<file path="src/tpc_pkg.sv">
/*
 timer front end package: register offsets, field positions, reset values, timing counts.
 assumes an apb slave with 32-bit data, one word per register.
*/
package tpc_pkg;
    localparam logic [7:0] TPC_OFS_TIMER = 8'h00;
    localparam logic [7:0] TPC_OFS_OPTION = 8'h04;
    localparam logic [7:0] TPC_OFS_CMP = 8'h08;
    localparam logic [7:0] TPC_OFS_CMD = 8'h0C;
    localparam logic [7:0] TPC_OFS_STAT = 8'h10;
    localparam int TPC_OPT_PS_LSB = 0;
    localparam int TPC_OPT_ASSIGN = 3;
    localparam int TPC_OPT_EDGE = 4;
    localparam int TPC_OPT_SRC = 5;
    localparam int TPC_CMP_RESULT = 7;
    localparam int TPC_CMP_DRIVE_N = 6;
    localparam int TPC_CMP_POL = 5;
    localparam int TPC_CMP_TSRC = 4;
    localparam int TPC_CMP_ON = 3;
    localparam int TPC_CMP_NREF = 2;
    localparam int TPC_CMP_PREF = 1;
    localparam int TPC_CMP_WAKE_DIS = 0;
    localparam int TPC_CMD_WDT_CLR = 0;
    localparam logic [7:0] TPC_OPTION_RST = 8'hFF;
    localparam logic [6:0] TPC_CMP_RST = 7'h7F;
    localparam logic [7:0] TPC_TIMER_RST = 8'h00;
    localparam logic [7:0] TPC_SCALER_RST = 8'h00;
    localparam int TPC_PHASES = 4;
    localparam int TPC_PHASE_TWO = 1;
    localparam int TPC_PHASE_FOUR = 3;
    localparam int TPC_TOSC_NS = 8;
    localparam int TPC_CLK_NS = 8;
    localparam int TPC_TOSC_CYC = (TPC_TOSC_NS + TPC_CLK_NS - 1) / TPC_CLK_NS;
    typedef enum logic [1:0] {TPC_SRC_INSTR, TPC_SRC_CMP, TPC_SRC_PIN} tpc_src_e;
endpackage : tpc_pkg

</file>
<file path="src/tpc_scaler.sv">
/*
 shared 8-bit scaler counter with ratio tap select.
 assumes a synchronous count enable and clear from the same clock.
*/
`timescale 1ns/1ns
`default_nettype none
module tpc_scaler #(
    parameter int WIDTH = 8
) (
    // clock and reset
    input wire logic pclk,
    input wire logic presetn,
    // control
    input wire logic count_en,
    input wire logic clear,
    input wire logic [2:0] ratio,
    // tap
    output logic tap
);
    import tpc_pkg::*;
    logic [WIDTH-1:0] cnt_r;
    logic [WIDTH-1:0] cnt_nxt;
    assign cnt_nxt = clear ? TPC_SCALER_RST : (count_en ? cnt_r + 1'b1 : cnt_r);
    // ratio n taps bit n: divide by 2^(n+1)
    assign tap = cnt_r[ratio];
    always_ff @(posedge pclk or negedge presetn) begin
        if (!presetn) begin
            cnt_r <= TPC_SCALER_RST;
        end else begin
            cnt_r <= cnt_nxt;
        end
    end
endmodule : tpc_scaler
`default_nettype wire

</file>
<file path="src/tpc_sync2.sv">
/*
 two flip-flop synchroniser for one level.
 assumes the input may change at any time relative to pclk.
*/
`timescale 1ns/1ns
`default_nettype none
module tpc_sync2 (
    // clock and reset
    input wire logic pclk,
    input wire logic presetn,
    // level
    input wire logic d,
    output logic q
);
    logic meta_r;
    always_ff @(posedge pclk or negedge presetn) begin
        if (!presetn) begin
            meta_r <= 1'b0;
            q <= 1'b0;
        end else begin
            meta_r <= d;
            q <= meta_r;
        end
    end
endmodule : tpc_sync2
`default_nettype wire

</file>
<file path="src/tpc_timer_ctl.sv">
/*
 timer clock front end: source mux, shared scaler, phase sampling, timer count,
 comparator control register. assumes an apb master and external analog comparator.
*/
// The implementer's own choices: the placing of the registers and the APB interface to the registers.
// How it works
// - sample scaler output on phases two, four
// - increment three to seven periods after edge
// - one scaler, timer or watchdog, never both
// - option low nibble: assign bit, ratio
// - timer write clears scaler when timer-assigned
// - watchdog clear clears scaler when watchdog-assigned
// - scaler hidden from software, reset zero
// - bit 7 read-only comparator result
// - bit 6 low drives result to pin
// - bit 5 polarity, one passes unchanged
// - bit 4 low selects comparator as source
// - bit 3 switches comparator on
// - bit 2 selects negative pin, bit 1 positive pin
// - bit 0 low enables comparator wake-up
// - comparator bits act only while on
// - source: instruction, pin, or comparator
// - edge select: zero rising, one falling
// - assign bit low gives scaler to timer
`timescale 1ns/1ns
`default_nettype none
module tpc_timer_ctl (
    // apb
    input wire logic pclk,
    input wire logic presetn,
    input wire logic psel,
    input wire logic penable,
    input wire logic pwrite,
    input wire logic [7:0] paddr,
    input wire logic [31:0] pwdata,
    output logic [31:0] prdata,
    output logic pready,
    output logic pslverr,
    // pins and comparator
    input wire logic timer_ext_clock_pin,
    input wire logic cmp_raw,
    output logic cmp_out_pin_o,
    output logic cmp_out_pin_oe,
    // comparator analog control
    output logic cmp_power_on_o,
    output logic neg_ref_sel_o,
    output logic pos_ref_sel_o,
    output logic cmp_wake_en,
    // watchdog side and timer count
    output logic wdt_tick,
    output logic wdt_clear,
    output logic [7:0] timer_count_o
);
    import tpc_pkg::*;

    logic [7:0] timer_count_r;
    logic [7:0] option_r;
    logic [6:0] cmp_ctl_r;
    logic [1:0] phase_r;
    logic pin_s;
    logic cmp_s;
    logic samp_r;
    logic samp_prev_r;
    logic src_prev_r;

    tpc_sync2 u_sync_pin (
        .pclk(pclk),
        .presetn(presetn),
        .d(timer_ext_clock_pin),
        .q(pin_s)
    );
    tpc_sync2 u_sync_cmp (
        .pclk(pclk),
        .presetn(presetn),
        .d(cmp_raw),
        .q(cmp_s)
    );

    // apb decode
    wire acc = psel && penable;
    wire wr = acc && pwrite;
    wire wr_timer = wr && (paddr == TPC_OFS_TIMER);
    wire wr_option = wr && (paddr == TPC_OFS_OPTION);
    wire wr_cmp = wr && (paddr == TPC_OFS_CMP);
    wire wr_cmd = wr && (paddr == TPC_OFS_CMD);
    wire mapped = (paddr == TPC_OFS_TIMER) || (paddr == TPC_OFS_OPTION)
        || (paddr == TPC_OFS_CMP) || (paddr == TPC_OFS_CMD) || (paddr == TPC_OFS_STAT);
    assign pready = 1'b1;
    assign pslverr = acc && !mapped;

    // option and comparator fields
    wire assign_wdt = option_r[TPC_OPT_ASSIGN];
    wire [2:0] ratio = option_r[TPC_OPT_PS_LSB +: 3];
    wire cmp_on = cmp_ctl_r[TPC_CMP_ON];
    wire drive_n = cmp_on ? cmp_ctl_r[TPC_CMP_DRIVE_N] : 1'b1;
    wire cmp_polarity = cmp_on ? cmp_ctl_r[TPC_CMP_POL] : 1'b1;
    wire tsrc = cmp_on ? cmp_ctl_r[TPC_CMP_TSRC] : 1'b1;
    wire cmp_result = cmp_on ? (cmp_polarity ? cmp_s : ~cmp_s) : 1'b0;

    // timer source mux
    tpc_src_e src_sel;
    assign src_sel = !option_r[TPC_OPT_SRC] ? TPC_SRC_INSTR
        : ((tsrc && !drive_n) ? TPC_SRC_CMP
        : (tsrc ? TPC_SRC_PIN : TPC_SRC_CMP));
    // with drive on and tsrc set, the result is taken directly, not through the pin
    wire ext_raw = (src_sel == TPC_SRC_PIN) ? pin_s : cmp_result;
    wire ext_edge_in = option_r[TPC_OPT_EDGE] ? ~ext_raw : ext_raw;
    wire ext_rise = ext_edge_in && !src_prev_r;
    wire phase_end = (phase_r == 2'(TPC_PHASES - 1));

    // shared scaler count source
    wire scaler_to_timer = !assign_wdt;
    wire scal_cnt_en = scaler_to_timer
        ? ((src_sel == TPC_SRC_INSTR) ? phase_end : ext_rise) : phase_end;
    wire scal_clr = (wr_timer && scaler_to_timer)
        || (wdt_clear && assign_wdt);
    logic scal_tap;
    tpc_scaler #(.WIDTH(8)) u_scaler (
        .pclk(pclk),
        .presetn(presetn),
        .count_en(scal_cnt_en),
        .clear(scal_clr),
        .ratio(ratio),
        .tap(scal_tap)
    );
    wire scal_out = scaler_to_timer ? scal_tap : ext_edge_in;
    wire sample_now = (phase_r == 2'(TPC_PHASE_TWO)) || (phase_r == 2'(TPC_PHASE_FOUR));
    wire inst_inc = scaler_to_timer ? 1'b0 : phase_end;
    wire pre_inst = (src_sel == TPC_SRC_INSTR);
    wire samp_rise = samp_r && !samp_prev_r;
    wire do_inc = pre_inst ? (scaler_to_timer ? samp_rise : inst_inc) : samp_rise;
    wire [7:0] timer_nxt = wr_timer ? pwdata[7:0]
        : (do_inc ? 8'(timer_count_r + 8'h01) : timer_count_r);

    assign wdt_clear = wr_cmd && pwdata[TPC_CMD_WDT_CLR];
    assign wdt_tick = assign_wdt ? scal_tap : phase_end;
    assign cmp_out_pin_o = cmp_result;
    assign cmp_out_pin_oe = cmp_on && !drive_n;
    assign cmp_power_on_o = cmp_on;
    assign neg_ref_sel_o = cmp_on && cmp_ctl_r[TPC_CMP_NREF];
    assign pos_ref_sel_o = cmp_on && cmp_ctl_r[TPC_CMP_PREF];
    assign cmp_wake_en = cmp_on && !cmp_ctl_r[TPC_CMP_WAKE_DIS];
    assign timer_count_o = timer_count_r;

    // read mux
    wire [31:0] rd_nxt = (paddr == TPC_OFS_TIMER) ? {24'h0000_00, timer_count_r}
        : (paddr == TPC_OFS_OPTION) ? {24'h0000_00, option_r}
        : (paddr == TPC_OFS_CMP) ? {24'h0000_00, cmp_result, cmp_ctl_r}
        : 32'h0000_0000;
    assign prdata = rd_nxt;

    always_ff @(posedge pclk or negedge presetn) begin
        if (!presetn) begin
            phase_r <= 2'b00;
            samp_r <= 1'b0;
            samp_prev_r <= 1'b0;
            src_prev_r <= 1'b0;
        end else begin
            phase_r <= phase_r + 2'b01;
            src_prev_r <= ext_edge_in;
            // previous sample kept every cycle so a sampled rise lasts one cycle
            samp_prev_r <= samp_r;
            if (sample_now) begin
                samp_r <= scal_out;
            end
        end
    end

    always_ff @(posedge pclk or negedge presetn) begin
        if (!presetn) begin
            timer_count_r <= TPC_TIMER_RST;
            option_r <= TPC_OPTION_RST;
            cmp_ctl_r <= TPC_CMP_RST;
        end else begin
            timer_count_r <= timer_nxt;
            if (wr_option) begin
                option_r <= pwdata[7:0];
            end
            if (wr_cmp) begin
                cmp_ctl_r <= pwdata[6:0];
            end
        end
    end

    // assertions
    a_timer_wrap: assert property (@(posedge pclk) disable iff (!presetn)
        (!wr_timer && do_inc && timer_count_r == 8'hFF) |=> timer_count_r == 8'h00)
        else $error("timer did not wrap");
    a_pin_drive: assert property (@(posedge pclk) disable iff (!presetn)
        cmp_out_pin_oe |-> (cmp_on && !cmp_ctl_r[TPC_CMP_DRIVE_N]))
        else $error("pin driven while disabled");
    a_off_no_effect: assert property (@(posedge pclk) disable iff (!presetn)
        !cmp_on |-> (!cmp_wake_en && !cmp_out_pin_oe && !neg_ref_sel_o))
        else $error("comparator bits act while off");
    a_instr_src: assert property (@(posedge pclk) disable iff (!presetn)
        !option_r[TPC_OPT_SRC] |-> src_sel == TPC_SRC_INSTR)
        else $error("source not instruction");
    a_samp_phase: assert property (@(posedge pclk) disable iff (!presetn)
        !sample_now |=> $stable(samp_r))
        else $error("sample outside phase");
    a_scaler_excl: assert property (@(posedge pclk) disable iff (!presetn)
        assign_wdt |-> (wdt_tick == scal_tap))
        else $error("scaler not with watchdog");
    a_clr_timer: assert property (@(posedge pclk) disable iff (!presetn)
        (wr_timer && !assign_wdt) |-> scal_clr)
        else $error("timer write kept scaler");
    a_clr_wdt: assert property (@(posedge pclk) disable iff (!presetn)
        (wdt_clear && assign_wdt) |=> !scal_tap)
        else $error("watchdog clear kept scaler");
    a_result_ro: assert property (@(posedge pclk) disable iff (!presetn)
        cmp_on && cmp_ctl_r[TPC_CMP_POL] |-> prdata[7] == cmp_s || paddr != TPC_OFS_CMP)
        else $error("result mismatch");
    a_rise_once: assert property (@(posedge pclk) disable iff (!presetn)
        samp_rise |=> !samp_rise)
        else $error("sampled rise held two cycles");
    a_scal_clr_tap: assert property (@(posedge pclk) disable iff (!presetn)
        (wr_timer && !assign_wdt) |=> !scal_tap)
        else $error("timer write left scaler tap set");
    a_off_result: assert property (@(posedge pclk) disable iff (!presetn)
        !cmp_on |-> !cmp_out_pin_o)
        else $error("result shown while off");
    a_pol_pass: assert property (@(posedge pclk) disable iff (!presetn)
        (cmp_on && cmp_ctl_r[TPC_CMP_POL]) |-> cmp_out_pin_o == cmp_s)
        else $error("result not passed");
    a_pol_inv: assert property (@(posedge pclk) disable iff (!presetn)
        (cmp_on && !cmp_ctl_r[TPC_CMP_POL]) |-> cmp_out_pin_o == !cmp_s)
        else $error("result not inverted");
    a_pin_src: assert property (@(posedge pclk) disable iff (!presetn)
        (option_r[TPC_OPT_SRC] && cmp_on && cmp_ctl_r[TPC_CMP_TSRC]
        && cmp_ctl_r[TPC_CMP_DRIVE_N]) |-> src_sel == TPC_SRC_PIN)
        else $error("pin source not chosen");
    a_cmp_src: assert property (@(posedge pclk) disable iff (!presetn)
        (option_r[TPC_OPT_SRC] && cmp_on && !cmp_ctl_r[TPC_CMP_TSRC])
        |-> src_sel == TPC_SRC_CMP)
        else $error("comparator source not chosen");
    a_wdt_unscaled: assert property (@(posedge pclk) disable iff (!presetn)
        !assign_wdt |-> wdt_tick == phase_end)
        else $error("watchdog scaled while timer owns scaler");
endmodule : tpc_timer_ctl
`default_nettype wire
</file>
<file path="config.mk">
export PLATFORM = sky130hd
export DESIGN_NAME = tpc_timer_ctl
export DESIGN_NICKNAME = d
export VERILOG_FILES = /design/src/tpc_pkg.sv /design/src/tpc_scaler.sv /design/src/tpc_sync2.sv /design/src/tpc_timer_ctl.sv
export SDC_FILE = /design/constraint.sdc
export NUM_CORES = 1
export LEC_CHECK = 0
export BUFFER_PORTS_ARGS = -buffer_cell sky130_fd_sc_hd__buf_2
export CAP_MARGIN = 20
export CORE_MARGIN = 2
export CORE_UTILIZATION = 32
export CTS_BUF_LIST = sky130_fd_sc_hd__clkbuf_2 sky130_fd_sc_hd__clkbuf_4 sky130_fd_sc_hd__clkbuf_8
export DETAILED_ROUTE_END_ITERATION = 12
export PLACE_DENSITY = 0.65
export SLEW_MARGIN = 20
export SYNTH_ARGS = -nofsm -noshare
export SYNTH_HDL_FRONTEND = slang
export SYNTH_SLANG_ARGS = --single-unit
export TNS_END_PERCENT = 5
</file>
<file path="constraint.sdc">
create_clock -name pclk -period 3.4 [get_ports pclk]
set_input_delay 0.34 -clock pclk [delete_from_list [all_inputs] [get_ports pclk]]
set_output_delay 0.34 -clock pclk [all_outputs]
set_load 0.1 [all_outputs]
</file>
---- Word-level counts from Yosys, hierarchy flattened ----
Index checks and enable logic that the tools add are counted.
word-level totals
  register bits ........................... 40
  input bits .............................. 47
  output and inout bits ................... 50
  word-level logic and storage cells ...... 83
operators by class
  $add $sub $neg .......................... 3
  magnitude comparators ................... 1
  equality and inequality tests ........... 7
  mux-type cells .......................... 25
  bitwise gates (word level) .............. 2
  reduce and logical (&&, ||, !) cells .... 33
operators by type and width
  cell                                                 count
  two-way mux 8 bit                                    7
  logical AND 1 bit                                    17
  adder 8 x 1 -> 8 bit, second input constant          2
  equality test 8 x 4 -> 1 bit, second input constant  2
  two-way mux 1 bit                                    14
  equality test 8 x 3 -> 1 bit, second input constant  1
  equality test 8 x 5 -> 1 bit, second input constant  1
  logical NOT 8 bit                                    1
  logical NOT 1 bit                                    6
  logical OR 1 bit                                     6
  two-way mux 2 bit                                    3
  equality test 2 bit, second input constant           2
  < comparator 3 x 4 -> 1 bit, second input constant   1
  nonzero test 2 bit                                   2
  binary-select mux 1 bit (select 3 bit)               1
  adder 2 x 1 -> 2 bit, second input constant          1
  equality test 2 x 1 -> 1 bit, second input constant  1
  logical NOT 2 bit                                    1
  NOT 1 bit                                            2

---- Logic depth before layout (Yosys ltp) ----
Gate-level depths: netlist of run 1.
  word-level depth ........................ 14
  mapped depth ............................ 7
  depth with buffers taken out ............ 5

---- Modules after synthesis ----
A second synthesis of run 1 with hierarchy kept.
second synthesis, totals
  cell total of the unflattened synthesis .. 236
  area, all modules ....................... 2364.8 um2
modules (own cells, without submodules)
  module         instances  cells each  area an instance (um2)  sequential area each (um2)
  tpc_timer_ctl  1          192         1828.0                  719.4
  tpc_scaler     1          40          436.7                   200.2
  tpc_sync2      2          2           50.0                    50.0

---- Worst setup path before layout of run 1 ----
OpenSTA, ideal clock, no wires.
  path kind ............................... input-to-output
  start point ............................. input port paddr[5]
  end point ............................... output port wdt_clear
  arrival ................................. 3.265 ns
  required time ........................... 3.060 ns
  setup slack ............................. -0.205 ns
  cell stages on the path ................. 3
  buffers on the path ..................... 0
  path through ............................ or4_4 or2_4 nor3_1
between the ends
  cells in the longest elaborated chain, start to end .. 3
ends and longest elaborated chain
  element                       line                  text
  start, declared               tpc_timer_ctl.sv:34   input wire logic [7:0] paddr,
  equality test 8 x 4 -> 1 bit  tpc_timer_ctl.sv:85   wire wr_cmd = wr && (paddr == TPC_OFS_CMD);
  logical AND 1 bit             tpc_timer_ctl.sv:85
  logical AND 1 bit             tpc_timer_ctl.sv:135  assign wdt_clear = wr_cmd && pwdata[TPC_CMD_WDT_CLR];
  end, declared                 tpc_timer_ctl.sv:51   output logic wdt_clear,
No other way between the ends.

---- Final worst setup path of run 1 ----
  start point ............................. input port paddr[2]
  end point ............................... output port prdata[1]
between the ends
  cells in the longest elaborated chain, start to end .. 4
  elaborated cells on any way between the ends .. 6
  classes of those cells .................. eq/ne: 2; mux: 3; reduce/logical: 1
ends and longest elaborated chain
  element                       line                  text
  equality test 8 x 4 -> 1 bit  tpc_timer_ctl.sv:148  : (paddr == TPC_OFS_CMP) ? {24'h0000_00, cmp_result, cmp_ctl_r}
  two-way mux 8 bit             tpc_timer_ctl.sv:148
  two-way mux 8 bit             tpc_timer_ctl.sv:147  : (paddr == TPC_OFS_OPTION) ? {24'h0000_00, option_r}
  two-way mux 8 bit *           tpc_timer_ctl.sv:146  wire [31:0] rd_nxt = (paddr == TPC_OFS_TIMER) ? {24'h0000_00, timer_count_r}
  end, declared                 tpc_timer_ctl.sv:36   output logic [31:0] prdata,
Every way passes the cells marked *; elsewhere a longest branch is shown, timed or not.

==> metrics.csv, run 1 <==
stage;metric;value;unit
outcome;run status;finished, final reports clean;
clocking;CTS Buf Count;5;
die;Die W;91.8;µm
power_and_ir_drop;leakage power;1.34;nW
finish;# nets final;343;
die;starting density of the core;32.4;%
place;Buffers on Ports;47;
die;die height;91.8;µm
drt;DRT Pass-1 Iters;4;
global_route;largest net degree at the start of global routing;41;
critical_path;startpoint types;input port;
critical_path;Worst EP required;3060;ps
finish;Area Growth Syn to Fin;14.5;%
yosys;Syn Area/Cell;10.0;µm²
drt;WL final;5.41;mm
critical_path;worst-path cell chain;buf_2, or4_1, nor2_2, a22oi_1, nand2_1, buf_2;
yosys;Cells after Synth;246;
sta;# setup viols final;0;
yosys;Yosys cell types;46;
min_path;Worst Hold Class;input port to register;
sta;Setup Skew;9.63;ps
yosys;register area share after synthesis;41.3;%
clocking;Clock transition at path regs;80;ps
power_and_ir_drop;pwr dens;570;nW/µm²
sta;Worst-Margin Slew;902;ps
sta;slew margin rel.;39.9;%
clocking;Setup Buffers After CTS;0;
sta;RSZ-0062 raised after global routing;false;
clocking;CTS Hold Bufs;0;
place;DP HPWL;3.96;mm
clocking;Longest Clk Path Bufs;2;
global_route;total grt overflow;0;
yosys;Primary FF master, synth;dfrtp_1;
global_route;Total Routing Usage GR;13.5;%
global_route;vias in the first global route;1814;
die;I/O pin cnt;97;
drt;vias post-DR;1889;
sta;Slew Viols, Final;0;
clocking;root buffer cell;clkbuf_8;
global_route;initial antenna violation count;0;
sta;Min Hold Slack;147;ps
die;die area;8430;µm²
sta;setup total negative slack;0;ps
yosys;number of synthesized flops with an enable pin;0;
power_and_ir_drop;worst vdd ir;0.179;mV
yosys;Post-synth ARST share;100;%
drt;# DRC;0;
yosys;yosys warns;0;
clocking;CTS tree;done;
critical_path;WP buf/inv;2;
finish;layout cell share with drive strength beyond 1;34.5;%
drt;DR vias/cell;4.78;
sta;Tmin final;2540;ps
run;max-cap violations;0;
critical_path;Worst setup EP type;output port;
die;core area;7610;µm²
clocking;cts repair resizes;0;
critical_path;Crit-path slowest cell;or4_1;
finish;Multi-input gate area;1300;µm²
place;Placer Congestion;0.820;
critical_path;critical path class;input port to output port;
finish;most frequent cells in the layout;buf_2 (47), nand2_1 (40), conb_1 (25), dfrtp_1 (25), dfstp_2 (15);
critical_path;CP delay by family, top;simple AND/OR/NAND/NOR gates;
critical_path;CP Max Fanout;9;
finish;number of inserted diodes;0;
finish;Reg area;1020;µm²
finish;Fillers;808;
yosys;synthesized cell area;2470;µm²
critical_path;CP most frequent cell;buf_2;
clocking;Clock Sinks;40;
sta;final period utilization;74.8;%
sta;Final Hold Vio Count;0;
finish;most common cell after layout, fill and taps aside;buf_2;
critical_path;arrival time at the worst endpoint;2200;ps
drt;routed len/inst;13.7;µm
critical_path;CP peak stage delay;610;ps
drt;DR iter-0 viols;100;
yosys;Synth Register Bits;40;
clocking;H-Tree Depth;2;
sta;Fmax;0.393;GHz
die;FP Rows;32;
global_route;first-pass GRT wire length;9.03;mm
clocking;Clock Latency Late Sink;290;ps
drt;Antenna Nets Post-Route;0;
==> worst register-to-register path, delay by kind of cell (launching register included) <==
kind,cells,cell delay (ps)
AO/OA/AOI/OAI,3,900
flip-flops,1,660
multiplexers,2,540
==> stage by stage <==
stage,area [µm²],util (%),power [mW],setup WS [ps],std cells
after floorplan,2560,-,1.11,280,269
after global placement,2700,35.5,1.19,839,387
after detailed placement,2700,35.5,1.20,855,387
after CTS,2820,37.1,1.62,849,395
after global routing,2820,37.1,1.69,749,395
final,2820,37.1,1.61,857,395
==> cell usage after synthesis (all sizes together), types with 8 or more instances <==
library cell	number	share of area, %
nand2	41	6.5
o21ai	8	1.6
dfrtp	25	25
mux2i	8	3.2
a22oi	8	2.4
buf	30	8.7
mux2	17	9.0
dfstp	15	16
a21oi	8	1.6
nand2b	8	2.0
nand3	11	2.2
==> registers in the layout, indices dropped and copies added (netlist names) <==
register	cells
cmp_ctl_r	7
option_r	8
phase_r	2
samp_prev_r	1
samp_r	1
src_prev_r	1
timer_count_o	8
u_scaler.cnt_r	8
u_sync_cmp.meta_r	1
u_sync_cmp.q	1
u_sync_pin.meta_r	1
u_sync_pin.q	1
==> logic make-up (layout without fill, tap and decap cells) <==
family / after synthesis / after routing / synth area share [%]
AOI/OAI and AO/OA: 35 / 35 / 9.84
xor gates and xnor gates: 7 / 7 / 2.48
adders and majority gates: 4 / 4 / 2.03
buffers and inverters: 36 / 60 / 9.63
DFF: 40 / 40 / 41.3
muxes: 27 / 27 / 14.0
other: 2 / 25 / 0.304
and+or+nand+nor: 95 / 95 / 20.3
==> metal layers <==
metal  track usage [%]  share of wire (%)
met1              18.4                 45
met4              3.11               0.87
met5                 0                  0
met3              2.71                4.8
met2              22.1                 49
==> final timing paths <==
path                                        start                 to  cells past startpoint  slack, ps
worst max-delay path                     paddr[2]          prdata[1]                      6        860
worst min-delay path                      cmp_raw  u_sync_cmp.meta_r                      1        150
worst max register to register       cmp_ctl_r[3]  u_scaler.cnt_r[7]                      5       1220
worst min register to register  u_sync_cmp.meta_r       u_sync_cmp.q                      0        350
max in group asynchronous                 presetn   timer_count_o[6]                      1       2670
min in group asynchronous                 presetn  u_sync_pin.meta_r                      1        170
==> cell type report <==
cell class	instances	area share, %
flip-flops and latches	40	36.1
clock inverters	2	1.37
repair buffers	47	8.33
well taps	102	4.52
clock buffers	6	2.92
multi-input cells	193	46.1
inverters	5	0.665
==> report_power, final <==
part | switching [mW] | internal, mW | total, mW
clock | 0.172 | 0.240 | 0.412
combinational | 0.453 | 0.117 | 0.571
sequential | 0.0859 | 0.540 | 0.626
Note: power is estimated with default switching activity, not from simulation.
==> run 2, diff against run 1 <==
==> constraint.sdc (replaced) <==
create_clock -name pclk -period 2.45 [get_ports pclk]
set_input_delay 0.245 -clock pclk [delete_from_list [all_inputs] [get_ports pclk]]
set_output_delay 0.245 -clock pclk [all_outputs]
set_load 0.1 [all_outputs]
==> run 2 against run 1 <==
  * Sequential power increased by 38%
  * Sequential cell count unchanged
  * Via count up 0.85%
  * Design area is 4.9% higher
  * Clock skew decreased by 2.1 ps
  * Clock power up 32%
  * Die area is the same
==> metrics.csv, run 2 (synthesis results as in run 1) <==
stage;metric;value;unit;change
place;DP HPWL;3.99;mm;+0.78%
sta;Slew Viols, Final;0;;unchanged
drt;# DRC;0;;unchanged
place;Placed Cells incl. Taps;390;;+0.78%
power_and_ir_drop;leakage power;1.38;nW;+2.9%
finish;layout cell share with drive strength beyond 1;35.8;%;+1.3 points
critical_path;r2r worst-path depth;5;;unchanged
critical_path;Worst setup EP type;output port;;
clocking;root buffer cell;clkbuf_8;;
drt;DR iter-0 viols;151;;+51%
die;FP Rows;32;;unchanged
clocking;Longest Clk Path Bufs;2;;unchanged
clocking;CTS Hold Bufs;0;;unchanged
die;core area;7610;µm²;unchanged
die;starting density of the core;32.4;%;unchanged
drt;WL final;5.31;mm;-2.0%
critical_path;R2R setup slack;440;ps;-780 ps
outcome;run status;finished, final reports clean;;
sta;final period utilization;92.2;%;
die;die height;91.8;µm;unchanged
min_path;WHS Endpoint;u_sync_cmp.meta_r;;
power_and_ir_drop;Sequential Power Share;39.4;%;+0.5 points
clocking;Clock Sinks;40;;unchanged
die;die area;8430;µm²;unchanged
drt;DRT Pass-1 Iters;4;;unchanged
power_and_ir_drop;switching power;968;µW;+36%
critical_path;Crit-path slowest cell;dfstp_2;;
sta;RSZ-0062 raised after global routing;false;;
run;max-cap violations;0;;unchanged
die;I/O pin cnt;97;;unchanged
sta;slew margin rel.;40.0;%;+0.12 points
drt;vias post-DR;1905;;+0.85%
min_path;hold depth;1;;unchanged
power_and_ir_drop;clock network power share;24.9;%;-0.7 points
power_and_ir_drop;combinational power share;35.7;%;+0.2 points
sta;# setup viols final;0;;unchanged
critical_path;Worst R2R End;u_scaler.cnt_r[7];;
finish;# nets final;346;;+0.87%
clocking;Setup Buffers After CTS;0;;unchanged
critical_path;CP Max Fanout;4;;-5
power_and_ir_drop;Net Sw Frac;44.1;%;-0.11 points
critical_path;CP peak stage delay;600;ps;about the same
min_path;Worst Hold Class;input port to register;;
clocking;CTS tree;done;;
sta;Final Hold Vio Count;0;;unchanged
critical_path;R2R Path Start;cmp_ctl_r[3];;
drt;routed len/inst;13.3;µm;-2.7%
finish;Fillers;762;;-5.7%
power_and_ir_drop;pwr dens;741;nW/µm²;+30%
place;Buffers on Ports;47;;unchanged
sta;Fmax;0.443;GHz;
sta;Setup Skew;7.56;ps;-2.07 ps
drt;Antenna Nets Post-Route;0;;unchanged
place;Placed Area;2850;µm²;+5.5%
power_and_ir_drop;Pint;1.23;mW;+37%
critical_path;critical path class;register to output port;;
clocking;Clock Latency Late Sink;290;ps;about the same
power_and_ir_drop;worst vdd ir;0.338;mV;+89%
critical_path;startpoint types;register;;
sta;Worst-Margin Slew;900;ps;-1.85 ps
finish;fin area;2960;µm²;+4.9%
finish;most common cell after layout, fill and taps aside;nand2_1;;
finish;number of inserted diodes;0;;unchanged
finish;Area Growth Syn to Fin;20.1;%;
finish;final core occ;38.9;%;+1.8 points
global_route;total grt overflow;0;;unchanged
sta;setup total negative slack;0;ps;unchanged
sta;Min Hold Slack;52.1;ps;-94.8 ps
critical_path;Worst EP required;2200;ps;-860 ps
min_path;Min-Delay Startpoint;cmp_raw;;
clocking;cts repair resizes;0;;unchanged
global_route;Most Crowded Layer GR;met2;;
global_route;met3 usage;3.20;%;+0.49 points
clocking;Clock transition at path regs;80;ps;about the same
finish;Reg area;1020;µm²;unchanged
global_route;Total Routing Usage GR;12.8;%;-0.70 points
die;Die W;91.8;µm;unchanged
finish;most frequent cells in the layout;nand2_1 (40), buf_2 (39), conb_1 (25), dfrtp_1 (25), dfstp_2 (15);;
critical_path;arrival time at the worst endpoint;2010;ps;-190 ps
global_route;first-pass GRT wire length;8.52;mm;-5.6%
sta;Tmin final;2260;ps;
global_route;initial antenna violation count;0;;unchanged
finish;final cell count without fillers;398;;+0.76%
global_route;met1 Resource Use GR;18.4;%;unchanged
clocking;H-Tree Depth;2;;unchanged
global_route;routing usage on met2;18.6;%;-3.4 points
global_route;vias in the first global route;1691;;-6.8%
drt;DR vias/cell;4.79;;about the same
finish;Multi-input gate area;1310;µm²;+0.48%
place;Placer Congestion;0.810;;-1.3%
clocking;CTS Buf Count;5;;unchanged
critical_path;worst-path cell chain;mux4_2, mux2i_1, a21oi_1, buf_2;;
global_route;largest net degree at the start of global routing;41;;unchanged
-- run 2: cell types whose count changed in the layout (fill, tap and decap cells not counted), sizes merged --
cell  change
buf       +3
-- run 2: worst max path at each step --
stage	start	end	slack [ps]	cells past startpoint
finish	option_r[1]	wdt_tick	190	4
global route	option_r[1]	wdt_tick	90	4
detailed placement	paddr[2]	prdata[1]	310	6
CTS	option_r[1]	wdt_tick	180	4
floorplan	cmp_ctl_r[3]	cmp_out_pin_oe	-230	2
global placement	paddr[2]	prdata[2]	290	6
-- run 2: layout make-up --
cell class / instances / share of cell area, %
multi-input cells: 193 / 44.1
flip-flops and latches: 40 / 34.4
repair buffers: 50 / 12.8
well taps: 102 / 4.31
clock buffers: 6 / 2.58
clock inverters: 2 / 1.18
inverters: 5 / 0.633
-- run 2: per-layer routing --
layer / wire [µm] / share of wire, %
met5: 0 / 0
met2: 2400 / 45
met4: 65 / 1.2
met1: 2520 / 48
met3: 323 / 6.1
-- run 2: power by group through the flow --
stage / logic, mW / registers [mW] / clock network [mW]
2_1_floorplan: 0.412 / 1.13 / 0
3_3_place_gp: 0.781 / 0.871 / 0
3_5_place_dp: 0.785 / 0.876 / 0
4_1_cts: 0.787 / 0.863 / 0.562
5_1_grt: 0.837 / 0.884 / 0.585
6_report: 0.784 / 0.866 / 0.545
-- run 2: critical path: cells and delay by family (launching register included) --
| kind | cells | cell delay, ps |
|---|---|---|
| multiplexers | 2 | 690 |
| flip-flops | 1 | 600 |
| buffers and inverters | 1 | 310 |
| AO/OA/AOI/OAI | 1 | 120 |
-- run 2: through the flow --
step           total power, mW  setup WS (ps)
6_report                  2.19            192
5_1_grt                   2.31           88.8
2_1_floorplan             1.54           -230
3_5_place_dp              1.66            311
4_1_cts                   2.21            182
3_3_place_gp              1.65            291
==> run 3, diff against run 2 <==
--- a/config.mk
+++ b/config.mk
@@ -8,10 +8,10 @@
 export BUFFER_PORTS_ARGS = -buffer_cell sky130_fd_sc_hd__buf_2
 export CAP_MARGIN = 20
 export CORE_MARGIN = 2
-export CORE_UTILIZATION = 32
+export CORE_UTILIZATION = 51
 export CTS_BUF_LIST = sky130_fd_sc_hd__clkbuf_2 sky130_fd_sc_hd__clkbuf_4 sky130_fd_sc_hd__clkbuf_8
 export DETAILED_ROUTE_END_ITERATION = 12
-export PLACE_DENSITY = 0.65
+export PLACE_DENSITY = 0.91
 export SLEW_MARGIN = 20
 export SYNTH_ARGS = -nofsm -noshare
 export SYNTH_HDL_FRONTEND = slang
==> run 3 against run 2 <==
  * Clock power hardly changed
  * Sequential cell count stayed put
  * Sequential power is 0.7% higher
  * Register-to-register slack better by 20 ps
  * Non-clock buffer count is 1 lower
  * Combinational power is 2% higher
  * Fmax is 3.1% lower
  * Cell count is 12% lower
  * Critical endpoint unchanged
  * Highest routed layer unchanged
==> metrics.csv, run 3 (synthesis results as in run 1) <==
stage;metric;value;unit;change
place;DP HPWL;3.93;mm;-1.5%
drt;routed len/inst;15.1;µm;+13%
critical_path;arrival time at the worst endpoint;2090;ps;+80 ps
clocking;Clock Latency Late Sink;300;ps;about the same
power_and_ir_drop;leakage power;1.37;nW;-0.40%
die;I/O pin cnt;97;;unchanged
critical_path;Worst setup EP type;output port;;
die;core area;4690;µm²;-38%
min_path;hold depth;1;;unchanged
sta;Slew Viols, Final;0;;unchanged
drt;DRT Pass-1 Iters;5;;+1
finish;final core occ;61.7;%;+23 points
sta;RSZ-0062 raised after global routing;false;;
drt;Antenna Nets Post-Route;0;;unchanged
global_route;Total Routing Usage GR;20.8;%;+8.1 points
critical_path;r2r worst-path depth;5;;unchanged
outcome;run status;finished, final reports clean;;
sta;Worst-Margin Slew;889;ps;-10.6 ps
die;die height;73.6;µm;-20%
finish;most common cell after layout, fill and taps aside;nand2_1;;
critical_path;CP peak stage delay;590;ps;about the same
drt;DR vias/cell;5.58;;+16%
clocking;CTS Buf Count;5;;unchanged
run;max-cap violations;0;;unchanged
critical_path;critical path class;register to output port;;
clocking;Setup Buffers After CTS;0;;unchanged
die;starting density of the core;52.6;%;+20 points
global_route;largest net degree at the start of global routing;41;;unchanged
drt;# DRC;0;;unchanged
critical_path;Crit-path slowest cell;dfstp_2;;
finish;Fillers;384;;-50%
sta;# setup viols final;0;;unchanged
place;Buffers on Ports;47;;unchanged
critical_path;CP Max Fanout;4;;unchanged
finish;Area Growth Syn to Fin;17.3;%;
min_path;Worst Hold Class;input port to register;;
finish;number of inserted diodes;0;;unchanged
drt;DR iter-0 viols;138;;-8.6%
global_route;total grt overflow;0;;unchanged
sta;Fmax;0.429;GHz;-3.1%
global_route;vias in the first global route;1848;;+9.3%
finish;layout cell share with drive strength beyond 1;35.6;%;-0.22 points
drt;WL final;5.27;mm;-0.64%
clocking;Longest Clk Path Bufs;2;;unchanged
critical_path;R2R setup slack;460;ps;+20 ps
finish;most frequent cells in the layout;nand2_1 (40), buf_2 (39), conb_1 (25), dfrtp_1 (25), dfstp_2 (15);;
place;Placer Congestion;0.830;;+2.5%
die;FP Rows;25;;-22%
die;Die W;73.6;µm;-20%
finish;# nets final;345;;-0.29%
power_and_ir_drop;pwr dens;766;nW/µm²;+3.4%
power_and_ir_drop;worst vdd ir;0.550;mV;+63%
clocking;Clock Sinks;40;;unchanged
sta;Final Hold Vio Count;0;;unchanged
sta;setup total negative slack;0;ps;unchanged
clocking;Clock transition at path regs;80;ps;about the same
clocking;CTS Hold Bufs;0;;unchanged
clocking;cts repair resizes;0;;unchanged
global_route;initial antenna violation count;0;;unchanged
clocking;H-Tree Depth;2;;unchanged
critical_path;startpoint types;register;;
sta;final period utilization;95.2;%;+3.0 points
critical_path;worst-path cell chain;mux4_2, mux2i_1, a21oi_1, buf_2;;
clocking;CTS tree;done;;
clocking;root buffer cell;clkbuf_8;;
global_route;first-pass GRT wire length;8.57;mm;+0.56%
die;die area;5410;µm²;-36%
drt;vias post-DR;1946;;+2.2%
sta;Setup Skew;10.3;ps;+2.73 ps
sta;Tmin final;2330;ps;+73.3 ps
critical_path;Worst EP required;2200;ps;about the same
sta;slew margin rel.;40.7;%;+0.71 points
==> run 3: changes by cell type in the layout (fill, tap and decap cells not counted) <==
cell   change
buf_4      -1
==> run 3: routing by layer <==
| metal | up-vias | track usage [%] | share of wire (%) |
|---|---|---|---|
| met1 | 949 | 27.7 | 44 |
| met5 | - | 0 | 0 |
| met2 | 85 | 33.1 | 48 |
| met3 | 6 | 5.08 | 7.1 |
| li1 | 906 | - | - |
| met4 | 0 | 7.47 | 1.1 |
==> run 3: worst max-delay path: cells and delay by family (launching register included) <==
kind                   cells  cell delay (ps)
muxes                      2              780
DFF                        1              590
buffers and inverters      1              300
AOI/OAI and AO/OA          1              120
==> run 3: layout make-up <==
class                   count  area, µm²  share of cell area (%)
multi-input cells         193       1310                    45.2
clock inverters             2       35.0                    1.21
repair buffers             49        370                    12.8
well taps                  54       67.6                    2.33
inverters                   5       18.8                   0.648
flip-flops and latches     40       1020                    35.2
clock buffers               6       76.3                    2.64
==> run 3: worst paths after layout <==
kind	startpoint	end
setup / recovery	option_r[0]	wdt_tick
hold / removal	cmp_raw	u_sync_cmp.meta_r
setup reg to reg	cmp_ctl_r[3]	u_scaler.cnt_r[7]
hold reg to reg	u_sync_pin.meta_r	u_sync_pin.q
max in group asynchronous	presetn	src_prev_r
min in group asynchronous	presetn	u_scaler.cnt_r[2]
==> run 3: through the flow <==
stage	setup slack, ps	hold WS, ps	cell area, µm²	cells	power, mW
after global routing	34.1	35.1	2900	349	2.32
after CTS	118	42.4	2900	349	2.22
after global placement	361	332	2780	341	1.65
after detailed placement	362	341	2780	341	1.68
final	118	49.2	2900	349	2.22
after floorplan	-230	-50.6	2560	269	1.54
==> run 3: power breakdown <==
group	total (mW)	switching (mW)	leakage (nW)	internal, mW
registers	0.872	0.123	0.466	0.750
logic	0.800	0.633	0.847	0.167
clock network	0.545	0.232	0.0586	0.313
